[config.mk]
export PLATFORM = sky130hd
export DESIGN_NAME = cos_clock_output_selector
export DESIGN_NICKNAME = d
export VERILOG_FILES = /design/src/common/cos_pkg.sv /design/src/design/cos_postscaler.sv /design/src/design/cos_clock_output_selector.sv
export SDC_FILE = /design/constraint.sdc
export NUM_CORES = 1
export LEC_CHECK = 0
export BUFFER_PORTS_ARGS = -buffer_cell sky130_fd_sc_hd__buf_2
export CAP_MARGIN = 10
export CORE_MARGIN = 1
export CORE_UTILIZATION = 47
export CTS_CLUSTER_DIAMETER = 80
export CTS_CLUSTER_SIZE = 14
export DETAILED_ROUTE_END_ITERATION = 7
export GPL_ROUTABILITY_DRIVEN = 0
export PLACE_DENSITY = 0.64
export SYNTH_ARGS = -nofsm -noshare
export SYNTH_HDL_FRONTEND = slang
export SYNTH_HIERARCHICAL = 1
export SYNTH_SLANG_ARGS = --single-unit
[constraint.sdc]
create_clock -name clk -period 8.4 [get_ports clk]
set_input_delay 1.26 -clock clk [delete_from_list [all_inputs] [get_ports clk]]
set_output_delay 1.26 -clock clk [all_outputs]
set_load 0.005 [all_outputs]
[src/common/cos_pkg.sv]
// Functional notes
// RQ1: Square wave enable high selects square wave; low selects general purpose output.
// RQ2: On backup supply the pin is released in both modes.
// RQ3: Select 00 divides the oscillator by 32768; select 01 divides by 8.
// RQ4: Select 10 divides by 4; select 11 passes the oscillator undivided.
// RQ5: Divided rates count trimmed ticks; the undivided rate bypasses trimming.
// RQ6: In general purpose mode the pin follows the output level bit only.
// RQ7: Coarse trim forces trimmed 1 Hz output and ignores the select bits.
// RQ8: External oscillator bit takes timing from the crystal input pin instead.
// RQ9: Output level 0 drives low, 1 drives high; ignored in square wave mode.
// RQ10: Divided wave is near 50 percent duty; select changes act without reset.
package cos_pkg;

  // Control register location and reset value
  localparam logic [7:0] CTRL_ADDR  = 8'h08;
  localparam logic [7:0] CTRL_RESET = 8'h80;

  // Control register field positions
  localparam int BIT_OUT_LEVEL   = 7;
  localparam int BIT_SQW_EN      = 6;
  localparam int BIT_ALARM_ONE   = 5;
  localparam int BIT_ALARM_ZERO  = 4;
  localparam int BIT_EXT_OSC     = 3;
  localparam int BIT_COARSE_TRIM = 2;
  localparam int BIT_FSEL_HI     = 1;
  localparam int BIT_FSEL_LO     = 0;

  // Frequency select codes
  localparam logic [1:0] FSEL_1HZ   = 2'h0;
  localparam logic [1:0] FSEL_4K    = 2'h1;
  localparam logic [1:0] FSEL_8K    = 2'h2;
  localparam logic [1:0] FSEL_32K   = 2'h3;

  // Postscaler ratios and half periods in oscillator ticks
  localparam int OSC_HZ  = 32768;
  localparam int DIV_1HZ = 32768;
  localparam int DIV_4K  = 8;
  localparam int DIV_8K  = 4;
  localparam int HALF_W  = 15;
  localparam logic [HALF_W-1:0] HALF_1HZ = HALF_W'(DIV_1HZ / 2);
  localparam logic [HALF_W-1:0] HALF_4K  = HALF_W'(DIV_4K / 2);
  localparam logic [HALF_W-1:0] HALF_8K  = HALF_W'(DIV_8K / 2);

  // System clock
  localparam int CLK_HZ = 100000000;

endpackage

[src/design/cos_postscaler.sv]
`timescale 1ns/1ns
module cos_postscaler #(
  parameter int HALF_W = cos_pkg::HALF_W
) (
  // Clock and reset
  input  wire logic              clk,
  input  wire logic              rst,
  // Tick and ratio
  input  wire logic              tick_en,
  input  wire logic [HALF_W-1:0] half_count,
  // Divided wave
  output logic                   wave
);

  logic [HALF_W-1:0] cnt_reg;
  logic [HALF_W-1:0] cnt_next;
  logic              wave_reg;
  logic              wave_next;

  // Compare with >= so a shorter ratio written mid-count wraps at once
  always_comb begin
    cnt_next  = cnt_reg;
    wave_next = wave_reg;
    if (tick_en) begin
      if (cnt_reg >= half_count - HALF_W'(1)) begin // [RQ10]
        cnt_next  = '0;
        wave_next = ~wave_reg;                      // [RQ10]
      end else begin
        cnt_next = cnt_reg + HALF_W'(1);
      end
    end
  end

  always_ff @(posedge clk or posedge rst) begin
    if (rst) begin
      cnt_reg  <= '0;
      wave_reg <= 1'b0;
    end else begin
      cnt_reg  <= cnt_next;
      wave_reg <= wave_next;
    end
  end

  assign wave = wave_reg;

endmodule

[src/design/cos_clock_output_selector.sv]
`timescale 1ns/1ns
module cos_clock_output_selector (
  // Clock and reset
  input  wire logic       clk,
  input  wire logic       rst,
  // Control register port
  input  wire logic       ctrl_wr_en,
  input  wire logic       ctrl_rd_en,
  input  wire logic [7:0] ctrl_addr,
  input  wire logic [7:0] ctrl_wdata,
  output logic      [7:0] ctrl_rdata,
  // Oscillator sources, asynchronous pins
  input  wire logic       crystal_osc_in,
  input  wire logic       crystal_input_pin,
  input  wire logic       oscillator_start_bit,
  // Supply state, asynchronous
  input  wire logic       on_backup_supply,
  // Trim unit requests, one-cycle pulses on clk
  input  wire logic       trim_swallow,
  input  wire logic       trim_insert,
  // Clock output pin
  output logic            clock_out_pin,
  output logic            clock_out_oe_n,
  // Control bits and oscillator tick used elsewhere
  output logic            alarm_one_enable,
  output logic            alarm_zero_enable,
  output logic            external_osc_input,
  output logic            osc_tick
);

  logic [7:0] ctrl_reg;
  logic [7:0] ctrl_next;
  logic [7:0] rdata_reg;
  logic [7:0] rdata_next;

  logic       xtal_s1_reg;
  logic       xtal_s2_reg;
  logic       ext_s1_reg;
  logic       ext_s2_reg;
  logic       bkp_s1_reg;
  logic       bkp_s2_reg;
  logic       st_s1_reg;
  logic       st_s2_reg;
  logic       xtal_s1_next;
  logic       xtal_s2_next;
  logic       ext_s1_next;
  logic       ext_s2_next;
  logic       bkp_s1_next;
  logic       bkp_s2_next;
  logic       st_s1_next;
  logic       st_s2_next;

  logic       osc_prev_reg;
  logic       osc_prev_next;
  logic       tick_reg;
  logic       tick_next;

  logic       pin_reg;
  logic       pin_next;
  logic       oe_n_reg;
  logic       oe_n_next;

  logic       osc_level;
  logic       trimmed_tick;
  logic       divided_wave;
  logic       square_wave_enable;
  logic       coarse_trim_enable;
  logic       out_level;
  logic [1:0] square_freq_select;
  logic [cos_pkg::HALF_W-1:0] half_count;

  assign square_wave_enable = ctrl_reg[cos_pkg::BIT_SQW_EN];
  assign coarse_trim_enable = ctrl_reg[cos_pkg::BIT_COARSE_TRIM];
  assign out_level          = ctrl_reg[cos_pkg::BIT_OUT_LEVEL];
  assign square_freq_select = ctrl_reg[cos_pkg::BIT_FSEL_HI:cos_pkg::BIT_FSEL_LO];

  // Control register write and readback
  always_comb begin
    ctrl_next  = ctrl_reg;
    rdata_next = rdata_reg;
    if (ctrl_wr_en && ctrl_addr == cos_pkg::CTRL_ADDR) begin
      ctrl_next = ctrl_wdata;
    end
    if (ctrl_rd_en) begin
      // Unmapped reads answer zero
      rdata_next = (ctrl_addr == cos_pkg::CTRL_ADDR) ? ctrl_reg : 8'h00;
    end
  end

  always_ff @(posedge clk or posedge rst) begin
    if (rst) begin
      ctrl_reg  <= cos_pkg::CTRL_RESET;
      rdata_reg <= 8'h00;
    end else begin
      ctrl_reg  <= ctrl_next;
      rdata_reg <= rdata_next;
    end
  end

  // Two-flop synchronisers for everything from outside the clock domain
  always_comb begin
    xtal_s1_next = crystal_osc_in;
    xtal_s2_next = xtal_s1_reg;
    ext_s1_next  = crystal_input_pin;
    ext_s2_next  = ext_s1_reg;
    bkp_s1_next  = on_backup_supply;
    bkp_s2_next  = bkp_s1_reg;
    st_s1_next   = oscillator_start_bit;
    st_s2_next   = st_s1_reg;
  end

  always_ff @(posedge clk or posedge rst) begin
    if (rst) begin
      xtal_s1_reg <= 1'b0;
      xtal_s2_reg <= 1'b0;
      ext_s1_reg  <= 1'b0;
      ext_s2_reg  <= 1'b0;
      bkp_s1_reg  <= 1'b0;
      bkp_s2_reg  <= 1'b0;
      st_s1_reg   <= 1'b0;
      st_s2_reg   <= 1'b0;
    end else begin
      xtal_s1_reg <= xtal_s1_next;
      xtal_s2_reg <= xtal_s2_next;
      ext_s1_reg  <= ext_s1_next;
      ext_s2_reg  <= ext_s2_next;
      bkp_s1_reg  <= bkp_s1_next;
      bkp_s2_reg  <= bkp_s2_next;
      st_s1_reg   <= st_s1_next;
      st_s2_reg   <= st_s2_next;
    end
  end

  // Source select; a stopped crystal gives no ticks at all
  always_comb begin
    if (ctrl_reg[cos_pkg::BIT_EXT_OSC]) begin
      osc_level = ext_s2_reg;                 // [RQ8]
    end else begin
      osc_level = xtal_s2_reg & st_s2_reg;
    end
  end

  // Rising edge of the chosen oscillator is one tick
  always_comb begin
    osc_prev_next = osc_level;
    tick_next     = osc_level & ~osc_prev_reg;
  end

  always_ff @(posedge clk or posedge rst) begin
    if (rst) begin
      osc_prev_reg <= 1'b0;
      tick_reg     <= 1'b0;
    end else begin
      osc_prev_reg <= osc_prev_next;
      tick_reg     <= tick_next;
    end
  end

  // Trim unit may drop or add a tick; divided rates see the result
  assign trimmed_tick = (tick_reg & ~trim_swallow) | trim_insert; // [RQ5]

  // Ratio select; coarse trim overrides the select bits
  always_comb begin
    half_count = cos_pkg::HALF_1HZ;
    if (coarse_trim_enable) begin
      half_count = cos_pkg::HALF_1HZ;                            // [RQ7]
    end else begin
      unique case (square_freq_select)
        cos_pkg::FSEL_1HZ: half_count = cos_pkg::HALF_1HZ;       // [RQ3]
        cos_pkg::FSEL_4K:  half_count = cos_pkg::HALF_4K;        // [RQ3]
        cos_pkg::FSEL_8K:  half_count = cos_pkg::HALF_8K;        // [RQ4]
        cos_pkg::FSEL_32K: half_count = cos_pkg::HALF_1HZ;
      endcase
    end
  end

  cos_postscaler #(
    .HALF_W(cos_pkg::HALF_W)
  ) u_postscaler (
    .clk        (clk),
    .rst        (rst),
    .tick_en    (trimmed_tick),
    .half_count (half_count),
    .wave       (divided_wave)
  );

  // Output pin mux; released on backup so nothing loads the battery
  always_comb begin
    pin_next  = 1'b0;
    oe_n_next = 1'b1;
    if (bkp_s2_reg) begin
      pin_next  = 1'b0;                                          // [RQ2]
      oe_n_next = 1'b1;                                          // [RQ2]
    end else if (square_wave_enable) begin                       // [RQ1]
      oe_n_next = 1'b0;
      if (!coarse_trim_enable && square_freq_select == cos_pkg::FSEL_32K) begin
        pin_next = osc_prev_reg;                                 // [RQ4] [RQ5]
      end else begin
        pin_next = divided_wave;                                 // [RQ7] [RQ9]
      end
    end else begin
      oe_n_next = 1'b0;
      pin_next  = out_level;                                     // [RQ6] [RQ9]
    end
  end

  always_ff @(posedge clk or posedge rst) begin
    if (rst) begin
      pin_reg  <= 1'b0;
      oe_n_reg <= 1'b1;
    end else begin
      pin_reg  <= pin_next;
      oe_n_reg <= oe_n_next;
    end
  end

  assign clock_out_pin      = pin_reg;
  assign clock_out_oe_n     = oe_n_reg;
  assign ctrl_rdata         = rdata_reg;
  assign alarm_one_enable   = ctrl_reg[cos_pkg::BIT_ALARM_ONE];
  assign alarm_zero_enable  = ctrl_reg[cos_pkg::BIT_ALARM_ZERO];
  assign external_osc_input = ctrl_reg[cos_pkg::BIT_EXT_OSC];
  assign osc_tick           = tick_reg;

endmodule

* Yosys cells after proc, flatten, opt, wreduce, memory -nomap -nowiden *
Cells that the tools add are included.

word-level totals
  bits of input ports = 26
  logic and storage cells = 45
  register bits after elaboration = 44

operators by class
  reduce and logical (&&, ||, !) cells = 6
  equal/unequal tests = 4
  add/sub/neg operators = 2
  mux-type cells = 9
  magnitude comparators = 1
  bitwise gates (word level) = 7

operators with widths
  kind                   count
  $pmux 15 s3            1
  $mux 15                2
  $add 15x1->15 const B  1
  $ge 15x15->1           1
  $sub 15x1->15 const B  1
  $eq 8x4->1 const B     1
  $mux 8                 1
  $mux 1                 5
  $eq 2x2->1 const B     2
  $and 1x1->1            3
  $not 1->1              3
  $eq 2x1->1 const B     1
  $logic_and 1x1->1      2
  $logic_not 2->1        1
  $reduce_and 2->1       1
  $reduce_or 2->1        1
  $logic_not 1->1        1
  $or 1x1->1             1

* Logic depth before layout (Yosys ltp) *
Gate-level depths: netlist of run 1.

  word-level depth = 7
  depth in mapped cells = 16
  mapped depth without buffers = 15

* By module *
The synthesis of run 1 kept the hierarchy.

modules (own cells, without submodules)
  module                     area each (um^2)  cells an instance  times used
  cos_postscaler             1433.9            166                1
  cos_clock_output_selector  1106.1            86                 1

* Worst setup path after synthesis of run 1 *
Ideal clock, no wire load.

  kind = flip-flop to flip-flop
  from = register ctrl_reg[0]
  to = register u_postscaler.cnt_reg[3]
  slack = 5.539 ns
  arrival time = 2.757 ns
  period minus slack after synthesis = 2.861 ns
  required time = 8.296 ns
  path buffers = 0
  cell stages (with the launch flop) = 14
  cells stage by stage = dfrtp_1 -> ha_1 -> nor2b_1 -> nor3_4 -> nand2_1 -> nor4_1 -> xnor2_1 -> ha_1 -> a21oi_1 -> o21ai_1 -> a21oi_1 -> o31a_2 -> nand2_2 -> o311ai_1

on the way
  cells in the longest elaborated chain, start to end = 7

RTL lines
  element                                        line                              text
  from (decl)                                    cos_clock_output_selector.sv:31   logic [7:0] ctrl_reg;
  from (signal assigned)                         cos_clock_output_selector.sv:92   ctrl_reg <= cos_pkg::CTRL_RESET;
  from (signal assigned)                         cos_clock_output_selector.sv:95   ctrl_reg <= ctrl_next;
  $eq 2x2->1 or $logic_not 2->1 (tied branches)  cos_clock_output_selector.sv:168  unique case (square_freq_select)
  $reduce_or 2->1 (no line)                      n/a
  $pmux 15 s3 *                                  cos_clock_output_selector.sv:168
  $mux 15 *                                      cos_clock_output_selector.sv:165  if (coarse_trim_enable) begin
  net half_count (one bit)                       cos_clock_output_selector.sv:70   logic [cos_pkg::HALF_W-1:0] half_count;
  $sub 15x1->15 *                                cos_postscaler.sv:25              if (cnt_reg >= half_count - HALF_W'(1)) begin
  $ge 15x15->1 *                                 cos_postscaler.sv:25
  $mux 15 *                                      cos_postscaler.sv:25
  to (signal assigned)                           cos_postscaler.sv:39              cnt_reg <= cnt_next;
  to (decl)                                      cos_postscaler.sv:15              logic [HALF_W-1:0] cnt_reg;

The timed path passes the listed nets; every way through them passes the cells marked *. The select of a mux whose other input is x is not followed.
A chain may end at the register's enable or synchronous reset.

* Worst setup path in the final report of run 1 *
  from = register ctrl_reg[0]
  to = register u_postscaler.cnt_reg[8]

The elaborated chain is that of the path after synthesis.

==> results of run 1 <==
-- area by class of cell --
type	instances	area [um2]
fillers	480	2110
multi-input cells	222	1490
flip-flops and latches	44	1100
repair buffers	39	195
well taps	70	87.6
clock buffers	6	72.6
inverters	19	71.3
clock inverters	2	12.5
-- path summary, 6_finish.rpt --
check / from / to / slack (ns) / depth (start not counted)
worst max-delay path: ctrl_reg[0] / u_postscaler/cnt_reg[8] / 5.21 / 15
max in group asynchronous: rst / clock_out_pin / 6.61 / 2
worst min register to register: st_s1_reg / st_s2_reg / 0.35 / 0
worst min-delay path: st_s1_reg / st_s2_reg / 0.35 / 0
min in group asynchronous: rst / u_postscaler/cnt_reg[7] / 1.03 / 2
worst max register to register: ctrl_reg[0] / u_postscaler/cnt_reg[8] / 5.21 / 15
-- through the flow --
stage               cell area [um2]  utilization [%]
CTS                            3030             59.0
detailed placement             2950             57.3
global placement               2950             57.3
floorplan                      2680                -
finish                         3030             59.0
global route                   3030             59.0
-- kinds of logic (layout without fill, tap and decap cells) --
kind of cell | count (synthesis) | in the layout | synth area share (%)
other cells | 1 | 38 | 0.148
flops | 44 | 44 | 43.4
mux | 10 | 10 | 4.38
xor+xnor | 18 | 18 | 6.21
fa+ha+maj | 20 | 20 | 9.85
buf+inv | 23 | 66 | 3.45
compound gates | 40 | 40 | 10.7
simple gates | 96 | 96 | 21.8
-- power by group through the flow --
| stage | sequential [mW] | clock [mW] | combinational (mW) |
|---|---|---|---|
| after floorplan | 0.283 | 0 | 0.141 |
| after global placement | 0.299 | 0 | 0.170 |
| after detailed placement | 0.299 | 0 | 0.173 |
| after CTS | 0.294 | 0.133 | 0.174 |
| after global routing | 0.301 | 0.141 | 0.205 |
| final | 0.295 | 0.128 | 0.172 |
-- cell usage in the layout (no fill, tap or decap), types with 3 or more instances in the layout --
| cell type | n |
|---|---|
| dfrtp_1 | 42 |
| buf_2 | 39 |
| conb_1 | 38 |
| nand2_1 | 30 |
| ha_1 | 20 |
| nor2_1 | 19 |
| inv_1 | 18 |
| xnor2_1 | 12 |
| nand3_1 | 10 |
| mux2_2 | 9 |
| a21oi_1 | 9 |
| o22ai_1 | 8 |
| o21ai_0 | 6 |
| xor2_1 | 6 |
| clkbuf_8 | 5 |
| nor2b_1 | 4 |
| nand2b_1 | 4 |
| and3_1 | 4 |
| o311ai_1 | 4 |
| o21ai_1 | 3 |
| nand4_1 | 3 |
| nor3_1 | 3 |
-- layer usage --
layer	share of wire (%)	wire (um)	global-route usage [%]
met1	44	1970	22.1
met2	51	2270	31.5
met3	3.8	168	4.63
met4	1.3	57	6.17
met5	0	0	0
==> impl_metrics.py, run 1 <==
metrics = {
    "clocking": {
        "cts.sinks": 44,
        "cts.htree.levels": 2,
        "holdBufCountCts": 0,
        "post_cts_buffers": 0,
        "cts_resized": 0,
        "cts.clk_slew.worst_paths_ns": 0.08,
        "clockBufferDepth": 2,
        "cts_tree": "built",
        "cts_made_buffers": 5,
        "clock-root-buffer": "clkbuf_8",
        "insertion_delay_ns": 0.30,
    },
    "synth": {
        "synth.most_common_cell": "dfrtp_1",
        "ys_warn_count": 6,
        "async_flop_share_pct": 100,
        "netlist_area_um2": 2540,
        "syn_avg_cell_area_um2": 10.1,
        "ys.flop_type": "dfrtp_1",
        "synth_common_cells": "dfrtp_1 (42), nand2_1 (30), ha_1 (20)",
        "synth_edf_count": 0,
        "yosysTopAreaCell": "dfrtp_1",
        "synth.area.top_cells": "dfrtp_1 (41%), ha_1 (9.9%), nand2_1 (4.4%)",
        "syn_inst": 252,
        "yosys.area.top_type_share_pct": 41.4,
        "synth.distinct_cells": 49,
        "yosysSeqAreaShare_pct": 43.4,
        "ys_ff_latch": 44,
    },
    "pwr": {
        "internal_power_uw": 384,
        "pwr_density_cell_nw_per_um2": 196,
        "power_uw": 595,
        "vdd_drop_max_mv": 0.108,
        "p_leak_nw": 1.46,
        "p_seq_share_pct": 49.6,
        "swShare_pct": 35.4,
        "p_switching_uw": 211,
        "p_comb_share_pct": 28.9,
        "power_frac_clock_pct": 21.5,
    },
    "timing": {
        "rsz0062_at_grt": "false",
        "final.setup.worst_slack_ns": 5.21,
        "post-route-period-util_pct": 38.0,
        "min_period_ns": 3.19,
        "clock-skew-final_ns": 0.00774,
        "worst_pin_slew_ns": 0.979,
        "setup_tns_ns": 0,
        "fmax_mhz": 314,
        "slew_violations": 0,
        "whs_ns": 0.353,
        "relSlewSlack_pct": 34.7,
        "setup_viol": 0,
        "finalHoldViolCount": 0,
    },
    "routing": {
        "via_per_inst": 4.79,
        "drc": 0,
        "wire_per_inst_um": 11.1,
        "vias": 1924,
        "finalWirelength_mm": 4.46,
        "drt_iter0_drc": 78,
        "ant_nets": 0,
        "first_pass_iters": 4,
    },
    "grt": {
        "grt_start_max_net_pins": 29,
        "track_usage_pct": 18.2,
        "antenna_found_initial": 0,
        "grt_pass1_wl_mm": 7.73,
        "first_global_vias": 1782,
        "gr-total-overflow": 0,
    },
    "critical_path": {
        "cp-start-kind": "register",
        "worstPathRequired_ns": 8.59,
        "critPathBufInv": 2,
        "slowest_delay_ns": 0.42,
        "crit_top_cell": "ha_1",
        "cp_slowest_cell": "dfrtp_1",
        "cp_max_fo": 7,
        "end_kind": "register",
        "crit_family": "compound AO/OA/AOI/OAI gates",
        "arrival_ns": 3.38,
        "path_cells": "inv_1 > ha_1 > nor2b_1 > inv_1 > ha_1 > nand3_2 > nor2_1 > xnor2_1 > ha_1 > a21oi_1 > o21ai_0 > a21oi_1 > o31a_2 > nand2_2 > o311ai_1",
        "crit_type": "register to register",
    },
    "floorplanning": {
        "die_area_um2": 5700,
        "initial_utilization_pct": 49.4,
        "fp.dieW_um": 75.5,
        "coreArea_um2": 5140,
        "die_y_um": 75.5,
        "rows": 26,
        "io_pins": 40,
    },
    "status": {
        "outcome": "finished clean",
    },
    "min_path": {
        "min_path_type": "register to register",
    },
    "layout": {
        "largest_reg_flops": 15,
        "area_growth_pct": 19.3,
        "finalNetCount": 377,
        "fin_cells": 402,
        "drive_gt1_share_pct": 22.3,
        "diodes": 0,
    },
    "run": {
        "maxCapViolations": 0,
    },
    "place": {
        "port-buffer-count": 39,
        "placedCellCount": 394,
        "place_ws_ns": 5.23,
        "dp_hpwl_mm": 3.54,
    },
}
Power figures use the tool's default switching activity.
==> inputs of run 2 (changes only) <==
==> constraint.sdc (replaced) <==
create_clock -name clk -period 3.1 [get_ports clk]
set_input_delay 0.465 -clock clk [delete_from_list [all_inputs] [get_ports clk]]
set_output_delay 0.465 -clock clk [all_outputs]
set_load 0.005 [all_outputs]
==> impl_metrics.py, run 2 (synthesized netlist as in run 1, its figures left out) <==
metrics = {
    "place": {
        "dp_hpwl_mm": 3.65,
        "placedCellCount": 395,
        "placed_cell_area_um2": 2950,
        "port-buffer-count": 39,
        "place_ws_ns": -0.0252,
    },
    "grt": {
        "gr-total-overflow": 0,
        "grt_pass1_wl_mm": 7.87,
        "track_usage_pct": 18.6,
        "first_global_vias": 1740,
        "grt_start_max_net_pins": 29,
        "antenna_found_initial": 0,
    },
    "pwr": {
        "vdd_drop_max_mv": 0.361,
        "power_frac_clock_pct": 20.0,
        "p_switching_uw": 622,
        "swShare_pct": 36.7,
        "p_comb_share_pct": 32.3,
        "p_leak_nw": 1.52,
        "p_seq_share_pct": 47.7,
        "power_mw": 1.70,
        "pwr_density_cell_nw_per_um2": 525,
        "internal_power_mw": 1.07,
    },
    "critical_path": {
        "arrival_ns": 3.17,
        "end_kind": "register",
        "critPathBufInv": 2,
        "slowest_delay_ns": 0.44,
        "reg2reg_to": "u_postscaler/wave",
        "worstRegToRegCells": 13,
        "cp_num_cells": 13,
        "path_cells": "inv_1 > ha_1 > nor2b_4 > nor3_4 > buf_4 > nand3_4 > nor3_4 > xnor2_1 > ha_1 > nand4_1 > o31ai_4 > and2_4 > xor2_1",
        "r2r-start": "ctrl_reg[1]",
        "cp_slowest_cell": "o31ai_4",
        "cp-start-kind": "register",
        "worstSetupStartpoint": "ctrl_reg[1]",
        "worstPathRequired_ns": 3.31,
        "worst-r2r-setup-slack_ns": 0.15,
        "cp_max_fo": 7,
        "crit_family": "simple AND/OR/NAND/NOR gates",
        "endpoint": "u_postscaler/wave",
        "crit_type": "register to register",
    },
    "timing": {
        "relSlewSlack_pct": 32.8,
        "slew_violations": 0,
        "final.setup.worst_slack_ns": 0.146,
        "min_period_ns": 2.95,
        "setup_tns_ns": 0,
        "worst_pin_slew_ns": 1.01,
        "rsz0062_at_grt": "true",
        "setup_viol": 0,
        "clock-skew-final_ns": 0.00833,
        "fmax_mhz": 338,
        "post-route-period-util_pct": 95.3,
        "finalHoldViolCount": 0,
    },
    "floorplanning": {
        "die_area_um2": 5700,
        "die_y_um": 75.5,
        "fp.dieW_um": 75.5,
        "io_pins": 40,
        "rows": 26,
        "initial_utilization_pct": 49.4,
        "coreArea_um2": 5140,
    },
    "routing": {
        "vias": 1976,
        "finalWirelength_mm": 4.89,
        "ant_nets": 0,
        "drt_iter0_drc": 61,
        "first_pass_iters": 4,
        "drc": 0,
        "wire_per_inst_um": 12.0,
        "via_per_inst": 4.86,
    },
    "clocking": {
        "cts.clk_slew.worst_paths_ns": 0.09,
        "clockBufferDepth": 2,
        "cts.htree.levels": 2,
        "holdBufCountCts": 0,
        "clock-root-buffer": "clkbuf_8",
        "cts_tree": "built",
        "cts_made_buffers": 5,
        "cts.sinks": 44,
        "insertion_delay_ns": 0.29,
    },
    "layout": {
        "final_common_cell": "dfrtp_1",
        "multi_input_area_um2": 1640,
        "regArea_um2": 1100,
        "largest_reg_flops": 15,
        "diodes": 0,
        "fin_area_um2": 3230,
        "fillerInstances": 482,
        "area_growth_pct": 27.1,
        "finalNetCount": 383,
        "drive_gt1_share_pct": 30.0,
        "final_cell_mix": "dfrtp_1 (42), buf_2 (39), conb_1 (38), nand2_1 (29)",
        "fin_cells": 407,
    },
    "status": {
        "outcome": "finished clean",
    },
    "run": {
        "maxCapViolations": 0,
    },
    "min_path": {
        "min_path_type": "primary input to async pin",
    },
}
==> run 2: cell types whose count changed in the layout (fill, tap and decap cells not counted), sizes merged <==
cell,change
buf,+6
clkbuf,-1
==> run 2: worst min path at each step <==
stage	from	end	slack [ns]
after global routing	crystal_osc_in	xtal_s1_reg	0.26
after global placement	st_s1_reg	st_s2_reg	0.33
after CTS	rst	u_postscaler/cnt_reg[10]	0.26
after detailed placement	xtal_s1_reg	xtal_s2_reg	0.34
after floorplan	bkp_s1_reg	bkp_s2_reg	0.33
final	rst	u_postscaler/cnt_reg[12]	0.25
==> run 2: final cells by class <==
type / instances / share of cell area [%]
inverter: 19 / 2.21
clock inverter: 2 / 0.388
tap: 70 / 2.71
multi-input combinational: 222 / 50.8
clock buffer: 5 / 2.13
sequential: 44 / 34.2
timing repair buffer: 45 / 7.56
==> run 2: per-layer routing <==
layer | GRT usage [%] | part of all wire (%) | up-vias
li1 | - | - | 1010
met1 | 23.7 | 46 | 938
met2 | 31.6 | 50 | 26
met3 | 4.10 | 3.4 | 2
met4 | 6.17 | 0.78 | 0
met5 | 0 | 0 | -
==> run 2: timing repair <==
| action | CTS | global route |
|---|---|---|
| resized for setup | 1 | 33 |
| pin swaps | 0 | 18 |
| buffers inserted | 0 | 5 |
| endpoints found under the setup margin | 5 | 16 |
==> run 2: through the flow <==
step,hold WS (ns),util [%]
2_1_floorplan,0.331,-
3_3_place_gp,0.332,57.4
3_5_place_dp,0.337,57.4
4_1_cts,0.265,59.1
5_1_grt,0.263,62.8
6_report,0.250,62.8
==> run 2: power groups by stage <==
| stage | combinational [mW] | sequential [mW] | clock [mW] |
|---|---|---|---|
| after CTS | 0.477 | 0.801 | 0.355 |
| after floorplan | 0.383 | 0.766 | 0 |
| after detailed placement | 0.471 | 0.812 | 0 |
| after global routing | 0.633 | 0.828 | 0.378 |
| final | 0.548 | 0.808 | 0.339 |
| after global placement | 0.463 | 0.809 | 0 |
